--- config.mk ---
export PLATFORM = sky130hd
export DESIGN_NAME = capture_compare_channels
export DESIGN_NICKNAME = d
export VERILOG_FILES = /design/src/rtl/ccu_pkg.sv /design/src/rtl/capture_compare_channels.sv
export VERILOG_INCLUDE_DIRS = /design/src /design/src/rtl
export SDC_FILE = /design/constraint.sdc
export NUM_CORES = 1
export LEC_CHECK = 0
export CAP_MARGIN = 5
export CORE_UTILIZATION = 45
export CTS_CLUSTER_SIZE = 14
export DETAILED_ROUTE_END_ITERATION = 10
export DONT_BUFFER_PORTS = 1
export HOLD_SLACK_MARGIN = 0.08
export PLACE_DENSITY = 0.7
export SLEW_MARGIN = 10
export SYNTH_ARGS = -nofsm -noshare
export SYNTH_HDL_FRONTEND = slang
export SYNTH_SLANG_ARGS = --single-unit
--- constraint.sdc ---
create_clock -name ref_clk -period 3.9 [get_ports ref_clk]
set_input_delay 0.39 -clock ref_clk [delete_from_list [all_inputs] [get_ports ref_clk]]
set_output_delay 0.39 -clock ref_clk [all_outputs]
set_load 0.05 [all_outputs]
--- src/rtl/ccu_params.svh ---
`ifndef CCU_PARAMS_SVH
`define CCU_PARAMS_SVH
`define CCU_NCH         7
`define CCU_IDX_CTL     6'h00
`define CCU_IDX_CCTL0   6'h02
`define CCU_IDX_CCR0    6'h12
`define CCU_IDX_IV      6'h2E
`define CCU_F_EDGE      14
`define CCU_F_INSEL     12
`define CCU_F_SYNC      11
`define CCU_F_LATCH     10
`define CCU_F_MEAS      8
`define CCU_F_WMODE     5
`define CCU_F_IE        4
`define CCU_F_LEVEL     3
`define CCU_F_MANUAL    2
`define CCU_F_LOST      1
`define CCU_F_FLAG      0
`define CCU_F_WRAP_FLAG 0
`define CCU_F_WRAP_IE   1
`define CCU_F_GIE       2
`define CCU_RST_WORD    16'h0000
`define CCU_VEC_NONE    4'h0
`define CCU_VEC_WRAP    4'hE
`define CCU_SEL_A       2'h0
`define CCU_SEL_B       2'h1
`define CCU_SEL_GND     2'h2
`define CCU_EDGE_RISE   0
`define CCU_EDGE_FALL   1
`endif

--- src/rtl/ccu_pkg.sv ---
package ccu_pkg;
   typedef struct packed {
      logic [1:0] edge_sel;
      logic [1:0] insel;
      logic       sync_en;
      logic       meas;
      logic [2:0] wmode;
      logic       ie;
      logic       manual;
   } chan_cfg_t;
   typedef enum logic [2:0] {wm_out, wm_set, wm_tog_rst, wm_set_rst, wm_tog, wm_rst, wm_tog_set, wm_rst_set} wave_mode_t;
   typedef enum logic {apb_wait_s, apb_done_s} apb_state_t;
endpackage : ccu_pkg

--- src/rtl/capture_compare_channels.sv ---
`timescale 1ns/1ps
`include "ccu_params.svh"
module capture_compare_channels (
   input  wire logic        ref_clk,
   input  wire logic        reset_n,
   input  wire logic        ce,
   input  wire logic        psel,
   input  wire logic        penable,
   input  wire logic        pwrite,
   input  wire logic [7:0]  paddr,
   input  wire logic [31:0] pwdata,
   output logic      [31:0] prdata,
   output logic             pready,
   output logic             pslverr,
   input  wire logic [15:0] count_val,
   input  wire logic        count_step,
   input  wire logic        period_match_pulse,
   input  wire logic        wrap_pulse,
   input  wire logic        timer_clear,
   input  wire logic [6:0]  sample_source_a,
   input  wire logic [6:0]  sample_source_b,
   input  wire logic        irq0_ack,
   output logic      [6:0]  chan_wave_pin,
   output logic      [6:0]  chan_match_pulse,
   output logic             irq_ch0,
   output logic             irq_shared
);
   localparam int N = `CCU_NCH;

   ccu_pkg::chan_cfg_t  cfg_ff   [N];
   ccu_pkg::chan_cfg_t  nxt_cfg  [N];
   logic [15:0]         value_ff [N];
   logic [15:0]         nxt_value[N];
   logic [N-1:0]        flag_ff, nxt_flag, lost_ff, nxt_lost, latch_ff, nxt_latch;
   logic [N-1:0]        unread_ff, nxt_unread, pin_ff, nxt_pin, match_ff, nxt_match;
   logic [N-1:0]        prev_ff, nxt_prev, edge_dly_ff, nxt_edge_dly;
   logic [N-1:0]        a_s1_ff, a_s2_ff, b_s1_ff, b_s2_ff;
   logic [N-1:0]        sel_lvl, edge_now, cap_evt, match_now;
   logic                wrap_flag_ff, nxt_wrap_flag, wrap_ie_ff, nxt_wrap_ie, gie_ff, nxt_gie;
   logic                irq0_ff, nxt_irq0, irqs_ff, nxt_irqs, pready_ff, nxt_pready, err_ff, nxt_err;
   logic [31:0]         rdata_ff, nxt_rdata;
   ccu_pkg::apb_state_t state_ff, nxt_state;
   logic [6:0]          pend;
   logic [3:0]          vec;
   logic [5:0]          idx;
   logic                acc, wr, rd, hit;

   // priority encoder: bit 0 is channel 1 (highest), bit 6 is the wrap flag
   function automatic logic [3:0] vec_code(input logic [6:0] p);
      logic [3:0] v;
      v = `CCU_VEC_NONE;
      for (int k = 6; k >= 0; k--)
      begin
         if (p[k])
            v = 4'((k + 1) * 2);
      end
      return v;
   endfunction : vec_code

   function automatic logic [15:0] pack_ctl(input ccu_pkg::chan_cfg_t c, input logic lvl,
                                            input logic lat, input logic lst, input logic flg);
      logic [15:0] w;
      w = `CCU_RST_WORD;
      w[`CCU_F_EDGE+:2]   = c.edge_sel;
      w[`CCU_F_INSEL+:2]  = c.insel;
      w[`CCU_F_SYNC]      = c.sync_en;
      w[`CCU_F_LATCH]     = lat;
      w[`CCU_F_MEAS]      = c.meas;
      w[`CCU_F_WMODE+:3]  = c.wmode;
      w[`CCU_F_IE]        = c.ie;
      w[`CCU_F_LEVEL]     = lvl;
      w[`CCU_F_MANUAL]    = c.manual;
      w[`CCU_F_LOST]      = lst;
      w[`CCU_F_FLAG]      = flg;
      return w;
   endfunction : pack_ctl

   // source pins cross in through two flops before any logic sees them
   always_ff @(posedge ref_clk)
   begin
      if (!reset_n)
      begin
         a_s1_ff <= '0;
         a_s2_ff <= '0;
         b_s1_ff <= '0;
         b_s2_ff <= '0;
      end
      else if (ce)
      begin
         a_s1_ff <= sample_source_a;
         a_s2_ff <= a_s1_ff;
         b_s1_ff <= sample_source_b;
         b_s2_ff <= b_s1_ff;
      end
   end

   // per-channel events, no state
   always_comb
   begin
      for (int i = 0; i < N; i++)
      begin
         case (cfg_ff[i].insel)
            `CCU_SEL_A:   sel_lvl[i] = a_s2_ff[i];
            `CCU_SEL_B:   sel_lvl[i] = b_s2_ff[i];
            `CCU_SEL_GND: sel_lvl[i] = 1'b0;
            default:      sel_lvl[i] = 1'b1;
         endcase
         // a select change between ground and supply shows up as an edge here
         edge_now[i] = cfg_ff[i].meas &
                       ((cfg_ff[i].edge_sel[`CCU_EDGE_RISE] & sel_lvl[i] & ~prev_ff[i]) |
                        (cfg_ff[i].edge_sel[`CCU_EDGE_FALL] & ~sel_lvl[i] & prev_ff[i]));
         cap_evt[i] = cfg_ff[i].sync_en ? edge_dly_ff[i] : edge_now[i];
         // equality checked only on an advance, so a direct count write alone never matches, and
         // either direction behaves as the counter counting into the value
         match_now[i] = ~cfg_ff[i].meas & count_step & (count_val == value_ff[i]);
      end
      for (int k = 1; k < N; k++)
      begin
         pend[k-1] = flag_ff[k] & cfg_ff[k].ie;
      end
      pend[6] = wrap_flag_ff & wrap_ie_ff;
      vec = vec_code(pend);
   end

   always_comb
   begin
      nxt_cfg       = cfg_ff;
      nxt_value     = value_ff;
      nxt_flag      = flag_ff;
      nxt_lost      = lost_ff;
      nxt_latch     = latch_ff;
      nxt_unread    = unread_ff;
      nxt_pin       = pin_ff;
      nxt_prev      = sel_lvl;
      nxt_edge_dly  = edge_now;
      nxt_match     = match_now;
      nxt_wrap_flag = wrap_flag_ff;
      nxt_wrap_ie   = wrap_ie_ff;
      nxt_gie       = gie_ff;
      nxt_rdata     = rdata_ff;
      nxt_err       = err_ff;
      nxt_state     = state_ff;
      idx           = paddr[7:2];
      acc           = psel & penable & (state_ff == ccu_pkg::apb_wait_s);
      wr            = acc & pwrite;
      rd            = acc & ~pwrite;
      hit           = 1'b0;
      case (state_ff)
         ccu_pkg::apb_wait_s: nxt_state = acc ? ccu_pkg::apb_done_s : ccu_pkg::apb_wait_s;
         ccu_pkg::apb_done_s: nxt_state = ccu_pkg::apb_wait_s;
         default:             nxt_state = ccu_pkg::apb_wait_s;
      endcase
      nxt_pready = acc;
      if (acc)
      begin
         nxt_rdata = '0;
         if (idx == `CCU_IDX_CTL)
         begin
            hit = 1'b1;
            nxt_rdata[`CCU_F_GIE]       = gie_ff;
            nxt_rdata[`CCU_F_WRAP_IE]   = wrap_ie_ff;
            nxt_rdata[`CCU_F_WRAP_FLAG] = wrap_flag_ff;
            if (wr)
            begin
               nxt_gie       = pwdata[`CCU_F_GIE];
               nxt_wrap_ie   = pwdata[`CCU_F_WRAP_IE];
               nxt_wrap_flag = pwdata[`CCU_F_WRAP_FLAG];
            end
         end
         if (idx == `CCU_IDX_IV)
         begin
            hit = 1'b1;
            nxt_rdata[3:0] = vec;
            // read and write alike retire the source being reported
            if (vec == `CCU_VEC_WRAP)
               nxt_wrap_flag = 1'b0;
            else if (vec != `CCU_VEC_NONE)
               nxt_flag[vec[3:1]] = 1'b0;
         end
         for (int i = 0; i < N; i++)
         begin
            if (idx == 6'(`CCU_IDX_CCTL0 + 2 * i))
            begin
               hit = 1'b1;
               nxt_rdata[15:0] = pack_ctl(cfg_ff[i], sel_lvl[i], latch_ff[i], lost_ff[i], flag_ff[i]);
               if (wr)
               begin
                  nxt_cfg[i].edge_sel = pwdata[`CCU_F_EDGE+:2];
                  nxt_cfg[i].insel    = pwdata[`CCU_F_INSEL+:2];
                  nxt_cfg[i].sync_en  = pwdata[`CCU_F_SYNC];
                  nxt_cfg[i].meas     = pwdata[`CCU_F_MEAS];
                  nxt_cfg[i].wmode    = pwdata[`CCU_F_WMODE+:3];
                  nxt_cfg[i].ie       = pwdata[`CCU_F_IE];
                  nxt_cfg[i].manual   = pwdata[`CCU_F_MANUAL];
                  nxt_lost[i]         = pwdata[`CCU_F_LOST];
                  nxt_flag[i]         = pwdata[`CCU_F_FLAG];
               end
            end
            if (idx == 6'(`CCU_IDX_CCR0 + 2 * i))
            begin
               hit = 1'b1;
               nxt_rdata[15:0] = value_ff[i];
               if (wr)
                  nxt_value[i] = pwdata[15:0];
               if (rd)
                  nxt_unread[i] = 1'b0;
            end
         end
         nxt_err = ~hit;
      end
      if (irq0_ack)
         nxt_flag[0] = 1'b0;
      // hardware sets are applied last so they win over any clear this cycle
      if (wrap_pulse)
         nxt_wrap_flag = 1'b1;
      for (int i = 0; i < N; i++)
      begin
         if (cap_evt[i])
         begin
            nxt_value[i]  = count_val;
            nxt_flag[i]   = 1'b1;
            nxt_unread[i] = 1'b1;
            if (unread_ff[i])
               nxt_lost[i] = 1'b1;
         end
         if (match_now[i])
         begin
            nxt_flag[i]  = 1'b1;
            nxt_latch[i] = sel_lvl[i];
         end
         // pin is a flop: every mode moves on the clock edge, mode 0 one edge after the write
         case (ccu_pkg::wave_mode_t'(cfg_ff[i].wmode))
            ccu_pkg::wm_out:     nxt_pin[i] = cfg_ff[i].manual;
            ccu_pkg::wm_set:     nxt_pin[i] = match_now[i] | pin_ff[i];
            ccu_pkg::wm_rst:     nxt_pin[i] = ~match_now[i] & pin_ff[i];
            ccu_pkg::wm_tog:     nxt_pin[i] = match_now[i] ^ pin_ff[i];
            ccu_pkg::wm_tog_rst: nxt_pin[i] = ~period_match_pulse & (match_now[i] ^ pin_ff[i]);
            ccu_pkg::wm_set_rst: nxt_pin[i] = ~period_match_pulse & (match_now[i] | pin_ff[i]);
            ccu_pkg::wm_tog_set: nxt_pin[i] = period_match_pulse | (match_now[i] ^ pin_ff[i]);
            ccu_pkg::wm_rst_set: nxt_pin[i] = period_match_pulse | (~match_now[i] & pin_ff[i]);
            default:             nxt_pin[i] = pin_ff[i];
         endcase
         if (timer_clear && cfg_ff[i].wmode != 3'(ccu_pkg::wm_out))
            nxt_pin[i] = 1'b0;
      end
      nxt_irq0 = nxt_flag[0] & nxt_cfg[0].ie & nxt_gie;
      nxt_irqs = (|pend) & gie_ff;
   end

   always_ff @(posedge ref_clk)
   begin
      if (!reset_n)
      begin
         for (int i = 0; i < N; i++)
         begin
            cfg_ff[i]   <= '0;
            value_ff[i] <= `CCU_RST_WORD;
         end
         flag_ff      <= '0;
         lost_ff      <= '0;
         latch_ff     <= '0;
         unread_ff    <= '0;
         pin_ff       <= '0;
         match_ff     <= '0;
         prev_ff      <= '0;
         edge_dly_ff  <= '0;
         wrap_flag_ff <= 1'b0;
         wrap_ie_ff   <= 1'b0;
         gie_ff       <= 1'b0;
         irq0_ff      <= 1'b0;
         irqs_ff      <= 1'b0;
         pready_ff    <= 1'b0;
         err_ff       <= 1'b0;
         rdata_ff     <= '0;
         state_ff     <= ccu_pkg::apb_wait_s;
      end
      else if (ce)
      begin
         cfg_ff       <= nxt_cfg;
         value_ff     <= nxt_value;
         flag_ff      <= nxt_flag;
         lost_ff      <= nxt_lost;
         latch_ff     <= nxt_latch;
         unread_ff    <= nxt_unread;
         pin_ff       <= nxt_pin;
         match_ff     <= nxt_match;
         prev_ff      <= nxt_prev;
         edge_dly_ff  <= nxt_edge_dly;
         wrap_flag_ff <= nxt_wrap_flag;
         wrap_ie_ff   <= nxt_wrap_ie;
         gie_ff       <= nxt_gie;
         irq0_ff      <= nxt_irq0;
         irqs_ff      <= nxt_irqs;
         pready_ff    <= nxt_pready;
         err_ff       <= nxt_err;
         rdata_ff     <= nxt_rdata;
         state_ff     <= nxt_state;
      end
   end

   assign prdata           = rdata_ff;
   assign pready           = pready_ff;
   assign pslverr          = err_ff;
   assign chan_wave_pin    = pin_ff;
   assign chan_match_pulse = match_ff;
   assign irq_ch0          = irq0_ff;
   assign irq_shared       = irqs_ff;

   cap_copy_a: assert property (@(posedge ref_clk) disable iff (!reset_n)
      (ce && cap_evt[2]) |=> (value_ff[2] == $past(count_val) && flag_ff[2]))
      else $error("capture did not copy count and set flag");
   lost_set_a: assert property (@(posedge ref_clk) disable iff (!reset_n)
      (ce && cap_evt[2] && unread_ff[2]) |=> lost_ff[2])
      else $error("second capture did not set lost flag");
   sync_delay_a: assert property (@(posedge ref_clk) disable iff (!reset_n)
      (ce && edge_now[3] && cfg_ff[3].sync_en) ##1 (ce && cfg_ff[3].sync_en) |-> cap_evt[3])
      else $error("synchronised capture not one clock late");
   no_step_a: assert property (@(posedge ref_clk) disable iff (!reset_n)
      (ce && !count_step) |=> chan_match_pulse == '0)
      else $error("match without counter advance");
   match_flag_a: assert property (@(posedge ref_clk) disable iff (!reset_n)
      (ce && !cfg_ff[1].meas && count_step && count_val == value_ff[1]) |=> (flag_ff[1] && chan_match_pulse[1]))
      else $error("compare match missed");
   set_mode_a: assert property (@(posedge ref_clk) disable iff (!reset_n)
      (ce && cfg_ff[1].wmode == 3'h1 && (match_now[1] || chan_wave_pin[1]) && !timer_clear) |=> chan_wave_pin[1])
      else $error("set mode pin not held high");
   manual_pin_a: assert property (@(posedge ref_clk) disable iff (!reset_n)
      (ce && cfg_ff[1].wmode == 3'h0) |=> chan_wave_pin[1] == $past(cfg_ff[1].manual))
      else $error("manual mode pin does not follow level bit");
   toggle_mode_a: assert property (@(posedge ref_clk) disable iff (!reset_n)
      (ce && cfg_ff[1].wmode == 3'h4 && match_now[1] && !timer_clear) |=> chan_wave_pin[1] != $past(chan_wave_pin[1]))
      else $error("toggle mode did not toggle");
   period_clr_a: assert property (@(posedge ref_clk) disable iff (!reset_n)
      (ce && cfg_ff[1].wmode == 3'h3 && period_match_pulse) |=> !chan_wave_pin[1])
      else $error("set/reset mode not cleared by period match");
   irq0_gate_a: assert property (@(posedge ref_clk) disable iff (!reset_n)
      (ce && !gie_ff && !(wr && idx == `CCU_IDX_CTL)) |=> !irq_ch0)
      else $error("channel 0 irq without global enable");
   ack_clear_a: assert property (@(posedge ref_clk) disable iff (!reset_n)
      (ce && irq0_ack && !cap_evt[0] && !match_now[0]) |=> !flag_ff[0])
      else $error("acknowledge did not clear channel 0 flag");
   vec_clear_a: assert property (@(posedge ref_clk) disable iff (!reset_n)
      (ce && acc && idx == `CCU_IDX_IV && vec == 4'h6 && !cap_evt[3] && !match_now[3]) |=> (!flag_ff[3] && prdata[3:0] == 4'h6))
      else $error("vector access did not report and clear channel 3");
endmodule : capture_compare_channels

---- Word-level counts from Yosys, hierarchy flattened ----
Index checks and enable logic that the tools add are counted.
operators by class
  magnitude comparators ................... 2
  equal/unequal tests ..................... 86
  multiplexer cells ....................... 190
  bitwise gates (word level) .............. 153
  reduce and logical (&&, ||, !) cells .... 104
operators by type and width
  cell                                                              number
  16-bit two-way mux                                                29
  11-bit two-way mux                                                12
  1-bit two-way mux                                                 114
  16-bit == test                                                    7
  112-bit two-way mux                                               1
  4-bit AND reduction                                               22
  1-bit bitwise AND                                                 84
  3-bit == test (second input constant)                             28
  68-bit two-way mux                                                1
  2-bit nonzero test                                                29
  1-bit case mux with 8 select lines                                7
  3-bit by 2-bit == test with 1-bit output (second input constant)  14
  6-bit by 5-bit == test with 1-bit output (second input constant)  7
  7-bit two-way mux                                                 6
  3-bit nonzero test                                                13
  4-bit two-way mux                                                 8
  1-bit inverter                                                    32
  2-bit AND reduction                                               15
  1-bit OR                                                          28
  6-bit by 4-bit == test with 1-bit output (second input constant)  4
  3-bit by 1-bit == test with 1-bit output (second input constant)  7
  3-bit zero test                                                   7
  1-bit case mux with 3 select lines                                7
  2-bit by 1-bit == test with 1-bit output (second input constant)  7
  other kinds (19)                                                  46
word-level totals
  register bits after elaboration ......... 297
  bits of input ports ..................... 81
  output and inout bits ................... 50
  word-level logic and storage cells ...... 630

---- Logic depth before layout (Yosys ltp) ----
Gate-level depths: netlist of the first run.
  depth in word-level cells ............... 25
  mapped depth ............................ 13
  depth with buffers taken out ............ 12

---- Worst setup path before layout of the first run ----
No wires, ideal clock.
  path kind ............................... in2reg
  from .................................... input port count_val[12]
  to ...................................... register pin_ff[2], in the netlist chan_wave_pin[2]
  setup time .............................. 0.137 ns
  arrival ................................. 2.519 ns
  required time ........................... 3.763 ns
  path slack .............................. 1.243 ns
  stages .................................. 12
  path buffers ............................ 2
  path through ............................ clkbuf_1 > clkbuf_1 > xnor2_1 > nand4_1 > nor4b_1 > nand3_1 > ha_1 > nor2b_1 > o21ai_0 > a31oi_1 > nor3_1 > a211oi_1
between the ends
  longest elaborated chain between the ends .. 7
  elaborated cells between the ends (all ways) .. 12
  those cells by class .................... eq/ne: 1; mux: 2; bitwise: 9
RTL lines
  element                                 RTL line                                                          text
  start: declaration                      capture_compare_channels.sv:15                                    input wire logic [15:0] count_val,
  16-bit == test (*)                      capture_compare_channels.sv:115                                   match_now[i] = ~cfg_ff[i].meas & count_step & (count_val == value_ff[i]);
  1-bit bitwise AND (*)                   capture_compare_channels.sv:115
  1-bit inverter                          capture_compare_channels.sv:235, capture_compare_channels.sv:240
  1-bit bitwise AND                       capture_compare_channels.sv:235, capture_compare_channels.sv:240
  1-bit OR                                capture_compare_channels.sv:240                                   ccu_pkg::wm_rst_set: nxt_pin[i] = period_match_pulse | (~match_now[i] & pin_ff[i]);
  1-bit case mux with 8 select lines (*)  capture_compare_channels.sv:232                                   case (ccu_pkg::wave_mode_t'(cfg_ff[i].wmode))
  1-bit two-way mux (*)                   capture_compare_channels.sv:243                                   if (timer_clear && cfg_ff[i].wmode != 3'(ccu_pkg::wm_out))
  end signal: assignment                  capture_compare_channels.sv:285                                   pin_ff <= nxt_pin;
  end: declaration                        capture_compare_channels.sv:35                                    logic [N-1:0] unread_ff, nxt_unread, pin_ff, nxt_pin, match_ff, nxt_match;
Every way passes the cells marked *; elsewhere a longest branch is shown, timed or not.
A chain may end at the register's enable or synchronous reset.

---- Worst setup path after layout of the first run ----
  from .................................... register value_ff[30] (netlist name)
  to ...................................... register pin_ff[5], in the netlist chan_wave_pin[5]
between the ends
  longest elaborated chain between the ends .. 7
  elaborated cells between the ends (all ways) .. 12
  those cells by class .................... eq/ne: 1; mux: 2; bitwise: 9
RTL lines
  element                                 RTL line                                                          text
  start: declaration                      capture_compare_channels.sv:32                                    logic [15:0] value_ff [N];
  start signal: indexed assignment        capture_compare_channels.sv:257                                   value_ff[i] <= `CCU_RST_WORD;
  start signal: assignment                capture_compare_channels.sv:280                                   value_ff <= nxt_value;
  16-bit == test (*)                      capture_compare_channels.sv:115
  1-bit bitwise AND (*)                   capture_compare_channels.sv:115
  1-bit inverter                          capture_compare_channels.sv:235, capture_compare_channels.sv:240
  1-bit bitwise AND                       capture_compare_channels.sv:235, capture_compare_channels.sv:240
  1-bit OR                                capture_compare_channels.sv:240
  1-bit case mux with 8 select lines (*)  capture_compare_channels.sv:232
  1-bit two-way mux (*)                   capture_compare_channels.sv:243
Marks and branches as above.

==> qor.txt, run 1 <==
max-cap viol count = 0
clk buf depth = 3
async set-reset flop share out of synthesis = 0
synth warn = 0
distinct cell type count after synthesis = 82
total die area = 37500 um2
Yosys top cell by area = dfxtp_1
vias in the first global route = 15600
CTS tree = built
die height = 194 um
Worst setup startpoint = value_ff[30]$_SDFFE_PN0P_
simple-gate share of the synthesized area = 0.192
Final min period = 3.24 ns
Critical Path Start Type = flop
dominant cells by area after synthesis = dfxtp_1 36%, mux2i_1 8.8%, nand2_1 7.7%
cells after synthesis = 2089
Worst Path Class, Setup = reg2reg
Worst R2R Setup Slack = 0.66 ns
largest family of logic cells by synthesized area = compound AO/OA/AOI/OAI gates
Synth Area in Adders = 0.0106
GPL Wtd Cong = 1.04
clock sink count = 296
status = completed
most frequent cell after synthesis = nand2_1
synthesis-to-layout area growth = 12.1%
highest clock rate = 309 MHz
Final nets = 2144
total track usage = 0.385
syn avg cell area = 7.91 um2
initial drt markers = 2770
Post-DP HPWL = 47700 um
#FFs+latches synth = 296
ys flop type = dfxtp_1
first-pass GRT wire length = 107000 um
Clock Tree Root = clkbuf_16
mux contribution to synthesized area = 0.0892
HP Start = count_val[13]
r2r endpoint = chan_wave_pin[5]$_SDFFE_PN0P_
I/O pins = 131
vias per cell = 6.76
Worst Tran Pin Value = 1.33 ns
Rows = 69
wire length per cell = 29.2 um
core area = 35800 um2
Final Instance Count excl. Fillers = 2539
final hold viol count = 0
layout cells sized above 1 = 0.0612
Final setup viols = 0
final WL = 74200 um
Die Wd = 194 um
initial antenna violation count = 4
xor/xnor share of the synthesized area = 0.0599
clk slew on worst S/H paths = 0.06 ns
DRC = 0
Num CTS Buffers = 35
reg2reg start = value_ff[30]$_SDFFE_PN0P_
H-tree depth = 2
Slew Limit Headroom = 0.111
CP Data Required Time = 4.37 ns
Worst Setup End Kind = flop
synth cell count leaders = 341 x nand2_1, 296 x dfxtp_1, 218 x a21oi_1
Compound-Gate Fraction of Synth Area = 0.230
largest fanout on the critical path = 3
placed cell count = 2405
gr ovfl total = 0
number of flip-flops in the largest register = 112
P_leak = 0.00628 uW
Peak VDD IR = 0.000351 V
most flop-heavy register = value_ff
largest net degree at the start of global routing = 134
Worst-Skew Late Latency = 0.53 ns
TNS Setup = 0 ns
Synth Cell Area = 16500 um2
DR vias = 17200
reg2reg path depth = 12
pwr dens = 377 nW/um2
Worst Path Arrival = 3.71 ns
hold path cells = 2
unrepaired setup endpoints after global routing = no
Post-DRT Antenna Nets = 0
post-synth top area share = 0.359
post-synthesis sequential area ratio = 0.359
DRT Pass-1 Iters = 8
share of the clock period used by the worst path = 0.831
final max-slew violation count = 0
Hold Path Sink = value_ff[29]$_SDFFE_PN0P_
I/O Buffers = 0
Final Skew = 0.0131 ns
initial core utilization = 0.461
HP Class = in2reg
number of flops mapped to enable cells by yosys = 0
-- where the power goes --
part / total, uW / switching, uW / leakage, uW / internal (uW)
sequential: 3110 / 55.9 / 0.00239 / 3050
clock: 3330 / 1340 / 0.000583 / 1990
combinational: 555 / 360 / 0.00331 / 195
-- critical path, cell delays in order, from the launching register on --
cell and delay [ns]:
dfxtp_1 0.46, xnor2_1 0.18, nand4_1 0.20, nor4b_1 0.41, nand3_1 0.31, ha_1 0.27, a211oi_1 0.22, a21oi_1 0.07
mux2i_1 0.14, a31oi_1 0.06, o32a_1 0.18, a21oi_1 0.13, dlygate4sd3_1 0.55
-- cell usage in the layout (no fill, tap or decap), types with 10 or more instances in the layout --
cell type      instances
nor4b_1               13
clkbuf_8              10
a21oi_1              216
nand4_1               33
a211oi_1              13
a31oi_1               63
xnor2_1               94
o21ai_1               19
nand3_1               42
ha_1                  14
o21ai_0              172
nand2b_1              24
clkbuf_16             37
nor3_1                37
buf_4                 40
dfxtp_1              296
a221o_1               12
a221oi_1              23
dlygate4sd3_1         65
inv_1                 14
nand2_1              341
conb_1                16
xor2_1                19
mux2i_1              145
a22oi_1               11
nor2_1               101
-- worst max-delay path by stage --
| stage | to | slack [ns] |
|---|---|---|
| after floorplan | chan_wave_pin[2]$_SDFFE_PN0P_ | 1.24 |
| after global placement | value_ff[104]$_SDFFE_PN0P_ | 1.14 |
| after detailed placement | value_ff[106]$_SDFFE_PN0P_ | 1.05 |
| after CTS | chan_wave_pin[5]$_SDFFE_PN0P_ | 0.84 |
| after global routing | chan_wave_pin[5]$_SDFFE_PN0P_ | 0.62 |
| final | chan_wave_pin[5]$_SDFFE_PN0P_ | 0.66 |
-- what timing repair did --
| item | in CTS | in global routing |
|---|---|---|
| setup endpoints to repair | 0 | 0 |
| hold endpoints to repair | 271 | 0 |
| hold buffers | 68 | 0 |
| buffers inserted | 0 | 0 |
| gates resized for setup | 0 | 0 |
-- cell families (layout without fill, tap and decap cells) --
| logic type | count (synthesis) | after routing |
|---|---|---|
| flip-flops | 296 | 296 |
| buffers and inverters | 217 | 187 |
| XOR/XNOR | 113 | 113 |
| multiplexers | 147 | 147 |
| adder cells (fa/ha/maj) | 14 | 14 |
| AO/OA/AOI/OAI | 628 | 628 |
| AND/OR/NAND/NOR | 673 | 673 |
| other | 1 | 20 |
-- through the flow --
stage	cell area [um2]	power (uW)	utilization	worst slack (ns)	hold WS, ns
finish	18500	6990	0.517	0.659	0.0816
global route	18500	7150	0.517	0.618	0.0912
CTS	18500	6980	0.517	0.844	0.0802
detailed placement	16600	3530	0.464	1.05	0.448
global placement	16600	3520	0.464	1.14	0.440
floorplan	16600	3560	-	1.24	0.432
-- layer usage --
| metal | wire (um) | global-route usage |
|---|---|---|
| met4 | 5030 | 0.228 |
| met2 | 30400 | 0.559 |
| met5 | 14 | 0 |
| met1 | 28700 | 0.512 |
| met3 | 10000 | 0.0999 |
-- cell type report --
cell class / count / area (um2)
diodes: 4 / 10.0
repair buffers: 109 / 1050
fillers: 3336 / 17300
multi-input cells: 1591 / 9730
inverters: 16 / 62.6
clock inverters: 11 / 86.3
well taps: 461 / 577
flip-flops and latches: 296 / 5930
clock buffers: 51 / 1080
(Power assumes the default switching activity.)
==> inputs of run 2 (changes only) <==
--- a/config.mk
+++ b/config.mk
@@ -12,7 +12,7 @@
 export DETAILED_ROUTE_END_ITERATION = 10
 export DONT_BUFFER_PORTS = 1
 export HOLD_SLACK_MARGIN = 0.08
-export PLACE_DENSITY = 0.7
+export PLACE_DENSITY = 0.72
 export SLEW_MARGIN = 10
 export SYNTH_ARGS = -nofsm -noshare
 export SYNTH_HDL_FRONTEND = slang
==> constraint.sdc (replaced) <==
create_clock -name ref_clk -period 2.9 [get_ports ref_clk]
set_input_delay 0.29 -clock ref_clk [delete_from_list [all_inputs] [get_ports ref_clk]]
set_output_delay 0.29 -clock ref_clk [all_outputs]
set_load 0.05 [all_outputs]
==> run 2 against run 1 <==
Critical path depth shrank 5; clock-buffer cell count rose by 2; combinational power rose by 51%; sequential share of layout area fell by 1.1 points; first-iteration DRC count down 3.9%; hold slack improved by 0.0062 ns; critical path type unchanged; highest routed layer unchanged.
==> qor.txt, run 2 (synthesis results as in run 1) <==
Peak VDD IR = 0.000419 V
Post-DP HPWL = 50800 um
largest fanout on the critical path = 19
Worst Path Class, Setup = reg2reg
Slowest cell on crit path = dlygate4sd3_1
Post-DRT Antenna Nets = 0
final WL = 77400 um
Cell Chain, Critical Path = or3b_1, a2111o_1, o311ai_4, buf_4, mux2i_1, dlygate4sd3_1, a21oi_1
Die Wd = 194 um
wire length per cell = 29.7 um
Clock Tree Root = clkbuf_16
worst path bufs/invs = 2
HP Class = in2reg
Worst Tran Pin Value = 1.26 ns
Worst-Skew Late Latency = 0.54 ns
vias in the first global route = 16100
DRC = 0
most flop-heavy register = value_ff
CTS tree = built
status = completed
Num CTS Buffers = 36
dominant delay contributor by cell family on the critical path = buffers and inverters
CP Data Required Time = 3.32 ns
highest clock rate = 366 MHz
layout cells sized above 1 = 0.0898
I/O Buffers = 0
Final min period = 2.73 ns
first-pass GRT wire length = 111000 um
I/O pins = 131
total die area = 37500 um2
Worst Path Arrival = 3.15 ns
vias per cell = 6.69
most frequent cells in the layout = 341 x nand2_1, 296 x dfxtp_1, 216 x a21oi_1
clk slew on worst S/H paths = 0.06 ns
Rows = 69
initial antenna violation count = 4
max-cap viol count = 0
DR vias = 17400
Final Skew = 0.0128 ns
Final setup viols = 0
synthesis-to-layout area growth = 16.0%
total track usage = 0.402
clock sink count = 296
core area = 35800 um2
final hold viol count = 0
gr ovfl total = 0
GPL Wtd Cong = 1.03
Slew Limit Headroom = 0.159
final max-slew violation count = 0
Worst Setup End Kind = flop
post-layout util = 0.535
Worst Hold Margin = 0.0878 ns
share of the clock period used by the worst path = 0.942
Critical Path Start Type = flop
number of flip-flops in the largest register = 112
H-tree depth = 2
Setup Buffers After CTS = 0
commonest non-fill, non-tap cell in the layout = nand2_1
largest net degree at the start of global routing = 137
P_leak = 0.00662 uW
initial drt markers = 2661
DRT Pass-1 Iters = 8
clk buf depth = 3
pwr dens = 505 nW/um2
Final nets = 2208
die height = 194 um
initial core utilization = 0.461
CP peak stage delay = 0.56 ns
## run 2: changes by cell type in the layout (fill, tap and decap cells not counted), sizes merged
cell         before  now
bufinv            1    2
buf              44  108
clkbuf           51   53
clkinvlp          1    2
diode             4    6
inv              16   18
clkinv            9    5
dlygate4sd3      65   64
## run 2: worst paths after layout
path         slack [ns]  depth (start not counted)                      from                            end
max                0.17                          7   cfg_ff[41]$_SDFFE_PN0P_      value_ff[49]$_SDFFE_PN0P_
min                0.09                          3               timer_clear  chan_wave_pin[0]$_SDFFE_PN0P_
max reg2reg        0.17                          7   cfg_ff[41]$_SDFFE_PN0P_      value_ff[49]$_SDFFE_PN0P_
min reg2reg        0.46                          2  latch_ff[1]$_SDFFE_PN0P_       latch_ff[1]$_SDFFE_PN0P_
## run 2: layout make-up
type	count	area (um2)
Fill cell	3373	16700
Multi-Input combinational cell	1591	9730
Sequential cell	296	5930
Timing Repair Buffer	172	1630
Clock buffer	53	1090
Tap cell	461	577
Clock inverter	11	129
Inverter	16	62.6
Antenna cell	6	15.0
## run 2: per-layer routing
metal | part of all wire | vias to the layer above | track usage
li1 | - | 7533 | -
met5 | 0.00014 | - | 0
met1 | 0.39 | 8316 | 0.541
met3 | 0.14 | 281 | 0.104
met2 | 0.41 | 1308 | 0.567
met4 | 0.068 | 2 | 0.256
## run 2: metrics by stage
stage | setup slack (ns) | cell area (um2) | TNS [ns] | power (uW) | cells
finish | 0.168 | 19200 | 0 | 9670 | 2606
global placement | 0.334 | 17000 | 0 | 4770 | 2461
global route | -0.00235 | 19100 | -0.00235 | 9860 | 2602
detailed placement | 0.266 | 17000 | 0 | 4780 | 2461
CTS | 0.222 | 19100 | 0 | 9660 | 2600
floorplan | 0.343 | 16600 | 0 | 4790 | 2104
## run 2: tightest hold or removal path, cell delays in order
cell	delay (ns)
a31oi_1	0.02
nor3_1	0.18
a211oi_1	0.06
## run 2: timing repair
| action | CTS | global route |
|---|---|---|
| hold buffers | 75 | 0 |
| gates resized for setup | 0 | 1 |
| hold endpoints to repair | 281 | 0 |
| endpoints found under the setup margin | 0 | 1 |
## run 2: where the power goes
| part | switching [uW] | total (uW) | internal (uW) |
|---|---|---|---|
| registers | 71.5 | 4170 | 4100 |
| clock network | 1880 | 4660 | 2790 |
| logic | 543 | 836 | 293 |
